File: config.mk
export PLATFORM = sky130hd
export DESIGN_NAME = iocip_port
export DESIGN_NICKNAME = d
export VERILOG_FILES = /design/src/verilog/iocip_sync.v /design/src/verilog/iocip_port.v
export VERILOG_INCLUDE_DIRS = /design/src /design/src/verilog
export SDC_FILE = /design/constraint.sdc
export NUM_CORES = 1
export LEC_CHECK = 0
export ABC_AREA = 1
export BUFFER_PORTS_ARGS = -buffer_cell sky130_fd_sc_hd__buf_2
export CORE_ASPECT_RATIO = 1.4
export CORE_MARGIN = 2
export CORE_UTILIZATION = 30
export DETAILED_ROUTE_END_ITERATION = 10
export GPL_TIMING_DRIVEN = 0
export MAX_ROUTING_LAYER = met4
export PLACE_DENSITY = 0.58
export RECOVER_POWER = 25
export SLEW_MARGIN = 20
export SYNTH_ARGS = -nofsm -noshare
export SYNTH_HDL_FRONTEND = slang
export SYNTH_SLANG_ARGS = --single-unit
File: constraint.sdc
create_clock -name clk -period 3.3 [get_ports clk]
set_clock_uncertainty 0.1 [all_clocks]
set_input_delay 0.165 -clock clk [delete_from_list [all_inputs] [get_ports clk]]
set_output_delay 0.165 -clock clk [all_outputs]
set_load 0.01 [all_outputs]
File: src/verilog/iocip_defs.vh
/*
 Constants for the isolated I/O change-interrupt port.
 Assumes inclusion by bare name from the design files.
*/
`ifndef IOCIP_DEFS_VH
`define IOCIP_DEFS_VH
`define IOCIP_CH_W 8
`define IOCIP_SEL_W 3
`define IOCIP_FLAG_W 4
`define IOCIP_FLAG_SEL_W 2
`define IOCIP_SEL_NONE 3'h0
`define IOCIP_DATA_ADDR_OFS 3'h0
`define IOCIP_MASK_ADDR_OFS 3'h1
`define IOCIP_OUT_RST 8'h00
`define IOCIP_MASK_RST 8'hFF
`define IOCIP_ST_IDLE 2'h0
`define IOCIP_ST_CYC 2'h1
`endif

File: src/verilog/iocip_sync.v
/*
 Two-flop synchroniser, parameterised width.
 Assumes input is asynchronous to clk.
*/
`timescale 1ns/1ps
`default_nettype none
module iocip_sync #(
	parameter W = 1
) (
	input wire clk,
	input wire resetn,
	input wire [W-1:0] d,
	output reg [W-1:0] q
);
	reg [W-1:0] meta;
	always @(posedge clk or negedge resetn) begin
		if (!resetn) begin
			meta <= {W{1'b0}};
			q <= {W{1'b0}};
		end else begin
			meta <= d;
			q <= meta;
		end
	end
endmodule
`default_nettype wire

File: src/verilog/iocip_port.v
/*
 Eight-channel isolated I/O port with change-of-state interrupt.
 Assumes bus pins arrive asynchronously to clk at 20 MHz, much faster
 than bus timing pulses; open-drain lines are resolved outside.
*/
`timescale 1ns/1ps
`default_nettype none
`include "iocip_defs.vh"
module iocip_port (
	input wire clk,
	input wire resetn,
	input wire clear_n,
	input wire cycle_start_pulse,
	input wire cycle_end_pulse,
	input wire memory_read_strobe_n,
	input wire [2:0] io_select_lines,
	input wire [7:0] data_bus_bits_in,
	output reg [7:0] data_bus_bits_out,
	output reg data_bus_bits_oe,
	input wire [2:0] jumper_io_addr,
	input wire [1:0] jumper_flag_sel,
	input wire [7:0] channel_in,
	output reg [7:0] channel_out,
	output reg int_req_n_oe,
	output reg [3:0] external_flag_lines_n_oe
);
	localparam [1:0] ST_IDLE = `IOCIP_ST_IDLE;
	localparam [1:0] ST_CYC = `IOCIP_ST_CYC;

	// Every pin group, jumpers too, passes its own two-flop synchroniser
	wire start_s;
	wire end_s;
	wire rd_n_s;
	wire [`IOCIP_SEL_W-1:0] sel_s;
	wire [`IOCIP_CH_W-1:0] db_s;
	wire [`IOCIP_SEL_W-1:0] jio_s;
	wire [`IOCIP_FLAG_SEL_W-1:0] jfs_s;
	wire [`IOCIP_CH_W-1:0] ch_s;
	wire clr_ok;

	iocip_sync #(.W(1)) u_start_sync (
		.clk(clk),
		.resetn(resetn),
		.d(cycle_start_pulse),
		.q(start_s)
	);

	iocip_sync #(.W(1)) u_end_sync (
		.clk(clk),
		.resetn(resetn),
		.d(cycle_end_pulse),
		.q(end_s)
	);

	iocip_sync #(.W(1)) u_rd_sync (
		.clk(clk),
		.resetn(resetn),
		.d(memory_read_strobe_n),
		.q(rd_n_s)
	);

	iocip_sync #(.W(`IOCIP_SEL_W)) u_sel_sync (
		.clk(clk),
		.resetn(resetn),
		.d(io_select_lines),
		.q(sel_s)
	);

	iocip_sync #(.W(`IOCIP_CH_W)) u_db_sync (
		.clk(clk),
		.resetn(resetn),
		.d(data_bus_bits_in),
		.q(db_s)
	);

	iocip_sync #(.W(`IOCIP_SEL_W)) u_jio_sync (
		.clk(clk),
		.resetn(resetn),
		.d(jumper_io_addr),
		.q(jio_s)
	);

	iocip_sync #(.W(`IOCIP_FLAG_SEL_W)) u_jfs_sync (
		.clk(clk),
		.resetn(resetn),
		.d(jumper_flag_sel),
		.q(jfs_s)
	);

	iocip_sync #(.W(`IOCIP_CH_W)) u_ch_sync (
		.clk(clk),
		.resetn(resetn),
		.d(channel_in),
		.q(ch_s)
	);

	// Starts low after reset, so the port stays cleared two more edges
	iocip_sync #(.W(1)) u_clr_sync (
		.clk(clk),
		.resetn(resetn),
		.d(clear_n),
		.q(clr_ok)
	);

	reg start_d;
	reg end_d;
	reg [1:0] state;
	reg [1:0] next_state;
	reg [`IOCIP_CH_W-1:0] ch_prev;
	reg [`IOCIP_CH_W-1:0] mask;
	reg [`IOCIP_CH_W-1:0] pending;
	reg [`IOCIP_CH_W-1:0] next_pending;
	reg is_read;
	reg is_data;
	reg hit;
	reg any_next;
	wire [`IOCIP_SEL_W-1:0] data_addr;
	wire [`IOCIP_SEL_W-1:0] mask_addr;
	wire port_on;
	wire start_fall;
	wire end_fall;
	wire in_cyc;
	wire data_hit;
	wire mask_hit;
	wire [`IOCIP_CH_W-1:0] change;
	wire write_done;
	wire read_done;
	wire [`IOCIP_FLAG_W-1:0] flag_one;

	assign start_fall = start_d & ~start_s;
	assign end_fall = end_d & ~end_s;
	assign in_cyc = (state == ST_CYC);
	// Port owns two consecutive jumper addresses, data then mask; select zero is no I/O
	assign data_addr = jio_s + `IOCIP_DATA_ADDR_OFS;
	assign mask_addr = jio_s + `IOCIP_MASK_ADDR_OFS;
	assign port_on = (jio_s != `IOCIP_SEL_NONE) && (sel_s != `IOCIP_SEL_NONE);
	assign data_hit = port_on && (sel_s == data_addr);
	assign mask_hit = port_on && (sel_s == mask_addr);
	assign change = (ch_s ^ ch_prev) & ~mask;
	assign write_done = in_cyc && end_fall && hit && !is_read;
	assign read_done = in_cyc && end_fall && hit && is_read && is_data;
	assign flag_one = {{(`IOCIP_FLAG_W-1){1'h0}}, 1'h1};

	always @* begin
		next_state = state;
		case (state)
			ST_IDLE: begin
				if (start_fall) begin
					next_state = ST_CYC;
				end
			end
			ST_CYC: begin
				if (end_fall) begin
					next_state = ST_IDLE;
				end
			end
			default: begin
				next_state = ST_IDLE;
			end
		endcase
	end

	// New change wins over clear from a read in the same cycle
	always @* begin
		next_pending = pending;
		if (read_done) begin
			next_pending = {`IOCIP_CH_W{1'h0}};
		end
		next_pending = next_pending | change;
		any_next = |next_pending;
	end

	always @(posedge clk or negedge resetn) begin
		if (!resetn) begin
			state <= ST_IDLE;
			start_d <= 1'h0;
			end_d <= 1'h0;
		end else if (!clr_ok) begin
			state <= ST_IDLE;
			start_d <= 1'h0;
			end_d <= 1'h0;
		end else begin
			state <= next_state;
			start_d <= start_s;
			end_d <= end_s;
		end
	end

	// Latch decode while lines are stable inside the window
	always @(posedge clk or negedge resetn) begin
		if (!resetn) begin
			hit <= 1'h0;
			is_data <= 1'h0;
			is_read <= 1'h0;
		end else if (!clr_ok || !in_cyc) begin
			hit <= 1'h0;
			is_data <= 1'h0;
			is_read <= 1'h0;
		end else begin
			hit <= data_hit | mask_hit;
			is_data <= data_hit;
			is_read <= rd_n_s;
		end
	end

	always @(posedge clk or negedge resetn) begin
		if (!resetn) begin
			ch_prev <= {`IOCIP_CH_W{1'h0}};
			pending <= {`IOCIP_CH_W{1'h0}};
		end else if (!clr_ok) begin
			// Track levels during clear so its release raises no false change
			ch_prev <= ch_s;
			pending <= {`IOCIP_CH_W{1'h0}};
		end else begin
			ch_prev <= ch_s;
			pending <= next_pending;
		end
	end

	always @(posedge clk or negedge resetn) begin
		if (!resetn) begin
			mask <= `IOCIP_MASK_RST;
		end else if (!clr_ok) begin
			mask <= `IOCIP_MASK_RST;
		end else if (write_done && !is_data) begin
			mask <= db_s;
		end
	end

	// Written data taken at end pulse fall, bit n to channel n
	always @(posedge clk or negedge resetn) begin
		if (!resetn) begin
			channel_out <= `IOCIP_OUT_RST;
		end else if (!clr_ok) begin
			channel_out <= `IOCIP_OUT_RST;
		end else if (write_done && is_data) begin
			channel_out <= db_s;
		end
	end

	// Drive bus only for an input cycle to our address
	always @(posedge clk or negedge resetn) begin
		if (!resetn) begin
			data_bus_bits_out <= {`IOCIP_CH_W{1'h0}};
			data_bus_bits_oe <= 1'h0;
		end else if (!clr_ok) begin
			data_bus_bits_out <= {`IOCIP_CH_W{1'h0}};
			data_bus_bits_oe <= 1'h0;
		end else begin
			data_bus_bits_out <= data_hit ? ch_s : mask;
			data_bus_bits_oe <= in_cyc && !end_fall && rd_n_s && (data_hit | mask_hit);
		end
	end

	// Flag and interrupt share one next value, so they never disagree
	always @(posedge clk or negedge resetn) begin
		if (!resetn) begin
			int_req_n_oe <= 1'h0;
			external_flag_lines_n_oe <= {`IOCIP_FLAG_W{1'h0}};
		end else if (!clr_ok) begin
			int_req_n_oe <= 1'h0;
			external_flag_lines_n_oe <= {`IOCIP_FLAG_W{1'h0}};
		end else begin
			int_req_n_oe <= any_next;
			if (any_next) begin
				external_flag_lines_n_oe <= flag_one << jfs_s;
			end else begin
				external_flag_lines_n_oe <= {`IOCIP_FLAG_W{1'h0}};
			end
		end
	end
endmodule
`default_nettype wire

# Word level (Yosys, flattened, before mapping)
# Index checks and enable logic that the tools add are counted.
# word_totals
register_bits	109
inputBits	30
output_inout_bits	22
elab_cells	95
# classes
addsub	1
eq_ne	7
shift	1
muxes	21
n_bitwise	9
reduce_logical	24
# ops
op	count
8-bit 2-to-1 mux	8
1-bit logical AND	13
8-bit AND	1
4-bit 2-to-1 mux	2
8-bit inverter	1
8-bit bitwise OR	1
8-bit OR reduction	1
8-bit XOR	1
1-bit 2-to-1 mux	7
3-bit equality test	2
2-bit 2-to-1 mux	3
3-bit != test (second input constant)	2
3-bit nonzero test	2
1-bit zero test	5
2-bit != test (second input constant)	2
2-bit one-hot mux with 2 select lines	1
1-bit by 2-bit left shift with 4-bit output (first input constant)	1
3-bit by 1-bit adder with 3-bit output (second input constant)	1
1-bit AND	2
2-bit by 1-bit equality test with 1-bit output (second input constant)	1
2-bit zero test	1
1-bit inverter	2
2-bit AND reduction	1
1-bit logical OR	1
1-bit bitwise OR	1

# Longest topological paths before layout
# Gate-level depths: netlist (run 1).
# depth
depth_word	11
depth_mapped	9

# Hierarchy
# A second synthesis (run 1) with hierarchy kept.
# hier_totals
hier_cells	297
area_unflattened_um2	3604.7
# modules_own_cells
mod	n_inst	cells_each	area_each_um2	seq_area_each_um2
iocip_port	1	241	2203.4	1311.3
iocip_sync at u_ch_sync ...	2	16	400.4	400.4
iocip_sync at u_jio_sync ...	2	6	150.1	150.1
iocip_sync at u_clr_sync ...	4	2	50.0	50.0
iocip_sync at u_jfs_sync	1	4	100.1	100.1

# Worst setup path after synthesis (run 1)
# OpenSTA, ideal clock, no wires.
# synth_path
path_kind	register to register
start	reg u_jio_sync.q[0]
end	reg data_bus_bits_out[6]
arrival_ns	1.275
required_time_ns	3.077
setup_slack_ns	1.801
stages_incl_launch_ff	10
period_less_slack_ns	1.499
cell_sequence	dfrtp_1 inv_1 ha_1 nand2_1 nand2_1 a21oi_1 nand2_2 buf_4 o21ai_0 a21oi_1
# synth_via
elab_chain_len	5
# synth_rtl
element	line_no	text
start: declaration	iocip_sync.v:13	output reg [W-1:0] q
start signal: assignment	iocip_sync.v:19	q <= {W{1'b0}};
start signal: assignment	iocip_sync.v:22	q <= meta;
3-bit nonzero test (no line)	n/a	
1-bit logical AND	iocip_port.v:136	assign port_on = (jio_s != `IOCIP_SEL_NONE) && (sel_s != `IOCIP_SEL_NONE);
1-bit logical AND *	iocip_port.v:137	assign data_hit = port_on && (sel_s == data_addr);
8-bit 2-to-1 mux *	iocip_port.v:250	data_bus_bits_out <= data_hit ? ch_s : mask;
8-bit 2-to-1 mux *	iocip_port.v:246	end else if (!clr_ok) begin
end signal: assignment	iocip_port.v:244	data_bus_bits_out <= {`IOCIP_CH_W{1'h0}};
end signal: assignment	iocip_port.v:247	data_bus_bits_out <= {`IOCIP_CH_W{1'h0}};
end signal: assignment	iocip_port.v:250	
end: declaration	iocip_port.v:18	output reg [7:0] data_bus_bits_out,
# Every way passes the cells marked *; elsewhere a longest branch is shown, timed or not.
# A chain may end at the register's enable or synchronous reset.

==> results of run 1 <==
## cell usage after synthesis
master	n	share of area, %
a21boi_0	1	0.21
a21boi_1	3	0.63
a21oi_1	14	2.0
and2_1	1	0.17
buf_4	2	0.42
clkbuf_1	3	0.31
dfrtp_1	100	70
dfstp_2	8	5.9
ha_1	2	0.70
inv_1	30	3.1
inv_2	1	0.10
nand2_1	54	5.7
nand2_2	2	0.35
nand3_1	13	1.8
nand3_2	1	0.28
nor2_1	30	3.1
nor2_2	1	0.17
nor3_1	2	0.28
nor3_2	1	0.28
o21ai_0	24	3.4
o21ai_2	1	0.24
xnor2_1	2	0.49
xor2_1	2	0.49
## power by group
| part | switching [mW] | internal [mW] |
|---|---|---|
| logic | 0.120 | 0.0899 |
| clock network | 0.451 | 0.632 |
| registers | 0.0329 | 1.41 |
| total | 0.604 | 2.13 |
## metal layers
metal,share of wire [%],vias up,wire length [microns],global-route usage (%)
li1,-,1110,-,-
met1,43,1080,2760,14.2
met2,51,46,3260,18.1
met3,4.0,10,260,2.83
met4,2.3,0,151,5.95
met5,0,-,0,-
## worst max-delay path, stage by stage
cell and delay (ps):
dlygate4sd3_1 520, clkbuf_1 1050, buf_16 420
## worst max path at each step
stage | from | end | slack [ps] | cells after the start
4_1_cts | u_jio_sync.q[0]$_DFF_PN0_ | data_bus_bits_out[6]$_DFF_PN0_ | 1490 | 9
3_5_place_dp | u_jio_sync.q[0]$_DFF_PN0_ | data_bus_bits_out[6]$_DFF_PN0_ | 1500 | 9
6_report | resetn | mask[0]$_DFFE_PN1P_ | 1430 | 3
3_3_place_gp | resetn | external_flag_lines_n_oe[3]$_DFF_PN0_ | 860 | 1
2_1_floorplan | u_jio_sync.q[0]$_DFF_PN0_ | data_bus_bits_out[6]$_DFF_PN0_ | 1800 | 9
5_1_grt | resetn | mask[0]$_DFFE_PN1P_ | 1150 | 3
## cell type report
type                    count  area [sq um]
fillers                  1147          7120
flip-flops and latches    108          2710
multi-input cells         154           724
repair buffers             81           572
clock buffers              13           260
well taps                 147           184
inverters                  31           116
clock inverters             3          46.3
plain buffers               5          26.3
## metrics by stage
stage                     instance area (sq um)  hold slack (ps)  util (%)
final                                      4640              248      39.5
after global routing                       4640              252      39.5
after CTS                                  4650              146      39.5
after detailed placement                   4050            -59.5      34.5
after global placement                     4020              174      34.2
after floorplan                            3580             -231         -
## registers in the layout (all words and copies together) (netlist names), 3 cells and up
register	count
channel_out	8
u_sel_sync.meta	3
u_db_sync.q	8
pending	8
u_ch_sync.q	8
u_db_sync.meta	8
u_sel_sync.q	3
data_bus_bits_out	8
u_jio_sync.meta	3
u_jio_sync.q	3
u_ch_sync.meta	8
ch_prev	8
external_flag_lines_n_oe	4
mask	8
## kinds of logic after synthesis
| kind of cell | count (synthesis) |
|---|---|
| fa+ha+maj | 2 |
| xor+xnor | 4 |
| buf+inv | 36 |
| simple gates | 105 |
| flops | 108 |
| compound gates | 43 |
## what timing repair did
| item | CTS | global route |
|---|---|---|
| gates resized for setup | 0 | 0 |
| hold buffers | 29 | 0 |
| hold endpoints to repair | 128 | 0 |
==> metrics.cfg, run 1 <==
[synthesis]
syn_nets=330
ys_seq_elements=108
muxShareOfSynthArea_pct=0
avgSynthCellArea_sq_um=12.0
synth_fa_ha_area_share_pct=0.699
synth-seq-area-share_pct=75.8
yosysWarnings=0
yosys.area_share.simple_pct=12.2
synth.distinct_cells=23
synth_top_family_by_area=simple AND/OR/NAND/NOR gates
synth_xor_area_share_pct=0.979
synth_compound_area_share_pct=6.40
syn_inst=298
syn_area_sq_um=3580

[worst_setup_path]
r2r_slack_ps=1520
r2r_end=data_bus_bits_out[6]$_DFF_PN0_
crit_required_ps=3650
cp-start-kind=input pin
reg2reg_depth=9
critPathArrivalTime_ps=2220
path_class=input pin to asynchronous set/reset pin
cp_max_fo=83
r2r_start=u_jio_sync.q[0]$_DFF_PN0_
cp-end-kind=asynchronous set/reset pin

[die]
core_sq_um=11800
chipWidth_microns=96.3
rows=47
start_util_pct=30.4
boundaryPins=52
floorplan.die_area_sq_um=12800
die_height_microns=133

[layout]
areaGrowthSynthToFinish_pct=29.7
final_cell_mix=dfrtp_1 (100), nand2_1 (54), buf_2 (50)
n_antenna_cell=0
drive_above_1_share_pct=20.8
num-nets-final=422
final_cells=542
layout_commonest_cell=dfrtp_1

[status]
run_status=completed

[power]
p_leak_nw=2.31
total_power_mw=2.73
powerDensity_nw_per_um2=589
peakVddDrop_mv=0.249

[worst_hold_path]
whs_endpoint=u_jfs_sync.q[0]$_DFF_PN0_
min_path_cells=0
hold_path_class=flip-flop to flip-flop
min-delay-start=u_jfs_sync.meta[0]$_DFF_PN0_

[drt]
drtAntennaViolNets=0
wire_per_inst_microns=11.9
vias=2246
drc=0
first_pass_iters=4
drtIter0Drc=101
wl_microns=6430
via_per_inst=4.14

[global_route]
antenna_found_initial=0
grt_pass1_wl_microns=11100
grt_max_degree=84
grt_overflow=0
grt_pass1_vias=2355
grtUsageTotal_pct=11.7

[place]
port_buffers=51
hpwl_microns=4270
dp_slack_ps=1500
dp.cells=497
gp_congestion=0.759

[timing]
slew_headroom_pct=3.69
worst_slew_pin_slew_ps=1440
min_period_ps=1870
period_share_pct=56.7
tns_ps=0
timing.final.ws_setup_ps=1430
finalSetupViolCount=0
max_freq_ghz=0.535
hold_violations=0
rsz0062_at_grt=no
finalMaxSlewViolations=0

[clock_tree]
cts_buffers=9
clk_pin_slew_ps=70
cts_setup_buffers=0
worstSkewPairLatency_ps=340
clockBufferDepth=2
cts_root_buf=clkbuf_16
clock_sinks=108
cts_htree_levels=3
tritoncts=built

[job]
cap_violations=0

Power figures use the tool's default switching activity.
==> run 2: changes to the inputs <==
PLACE_DENSITY = 0.6   (was 0.58)
clock period = 1.58 ns   (was 3.3 ns; I/O delays follow)
==> metrics.cfg, run 2 (synthesis gave the netlist of run 1 again) <==
[place]
dp.cells=497
hpwl_microns=4350
dp_slack_ps=-194
gp_congestion=0.737
port_buffers=51

[status]
violations=negative setup slack
run_status=finished, violations left

[worst_setup_path]
cp-start-kind=flip-flop
cp-end-kind=flip-flop
critPathArrivalTime_ps=1750
crit_required_ps=1710
cp_max_fo=8
r2r_start=u_end_sync.q$_DFF_PN0_
path_class=flip-flop to flip-flop
crit_start=u_end_sync.q$_DFF_PN0_

[timing]
worst_slew_pin_slew_ps=799
finalMaxSlewViolations=0
rsz0062_at_grt=yes
timing.final.ws_setup_ps=-37.8
slew_headroom_pct=46.7
finalSetupViolCount=5
hold_violations=0
tns_ps=-126
max_freq_ghz=0.618
min_period_ps=1620
period_share_pct=102

[clock_tree]
cts_htree_levels=3
cts_root_buf=clkbuf_16
clock_sinks=108
worstSkewPairLatency_ps=340
tritoncts=built
clk_pin_slew_ps=70
clockBufferDepth=2
cts_buffers=9

[power]
peakVddDrop_mv=0.590
p_leak_nw=2.38
p_sw_mw=1.31
p_seq_share_pct=51.3
powerDensity_nw_per_um2=1210
total_power_mw=5.88
switching_share_pct=22.3
pwr-share-clk_pct=40.1
p_int_mw=4.57
comb_power_share_pct=8.6

[layout]
areaGrowthSynthToFinish_pct=35.4
drive_above_1_share_pct=28.0
fin_util_pct=41.2
fillers=1145
num-nets-final=430
n_antenna_cell=0
layout_commonest_cell=dfrtp_1
final_cell_mix=dfrtp_1 (99), nand2_1 (52), buf_2 (50)
final_cells=550

[die]
core_sq_um=11800
rows=47
chipWidth_microns=96.3
boundaryPins=52
floorplan.die_area_sq_um=12800
die_height_microns=133
start_util_pct=30.4

[job]
cap_violations=0

[drt]
route.met2.wl_microns=3420
top_layer_used=met4
drtAntennaViolNets=0
drc=0
wire_per_inst_microns=12.1
vias=2318
wirelength_met1_microns=2810
first_pass_iters=4
drtIter0Drc=119
dr_wl_met3_microns=295
via_per_inst=4.21
wl_microns=6660

[global_route]
antenna_found_initial=0
grt_max_degree=78
grt_pass1_wl_microns=11200
grt_pass1_vias=2379
grtUsageTotal_pct=12.0
grt_overflow=0

[worst_hold_path]
hold_path_class=flip-flop to flip-flop
min-delay-start=u_ch_sync.meta[6]$_DFF_PN0_

## run 2: per-layer routing
metal  track usage, %  vias up
met1             14.6     1128
met2             18.1       48
met4             5.40        0
met3             4.19        7
met5                -        -
li1                 -     1135
## run 2: repair_timing
action                                  in CTS  in global routing
hold buffers                                29                  0
resized for setup                           12                 23
endpoints found under the setup margin      16                 25
pin swaps                                    6                  5
buffers inserted                             6                  2
cloned                                       0                  0
hold endpoints to repair                   128                  0
## run 2: worst paths after layout
check,endpoint,slack [ps],depth (start not counted)
worst min-delay path,u_ch_sync.q[6]$_DFF_PN0_,240,0
max in group asynchronous,mask[0]$_DFFE_PN1P_,250,3
worst max-delay path,external_flag_lines_n_oe[3]$_DFF_PN0_,-40,8
worst max register to register,external_flag_lines_n_oe[3]$_DFF_PN0_,-40,8
min in group asynchronous,u_sel_sync.q[2]$_DFF_PN0_,250,2
worst min register to register,u_ch_sync.q[6]$_DFF_PN0_,240,0
## run 2: power groups by stage
stage | registers, mW | logic (mW) | clock network (mW)
6_report | 3.02 | 0.503 | 2.36
3_3_place_gp | 3.06 | 0.371 | 0
5_1_grt | 3.04 | 0.568 | 2.55
4_1_cts | 3.01 | 0.483 | 2.43
3_5_place_dp | 3.06 | 0.394 | 0
2_1_floorplan | 3.07 | 0.180 | 0
## run 2: worst max-delay path, stage by stage (launching register included)
cell	delay, ps
dfrtp_2	430
nor2_4	120
nand3_4	190
a21oi_2	200
nand2_1	70
nor2_1	130
nand2_1	80
nand2_2	120
nor2_1	70
## run 2: through the flow
step	hold WS (ps)	instance area, sq um
final	244	4850
after floorplan	-317	3580
after detailed placement	-124	4050
after CTS	74.6	4760
after global placement	87.6	4020
after global routing	250	4850
## run 2: layout make-up
type                            count  area [sq um]  share of cell area [%]
Sequential cell                   108          2710                    56.0
Multi-Input combinational cell    154           848                    17.5
Timing Repair Buffer               89           637                    13.1
Clock buffer                       11           233                    4.80
Tap cell                          147           184                    3.79
Inverter                           31           116                    2.40
Clock inverter                      5          85.1                    1.76
Buffer                              5          30.0                   0.620
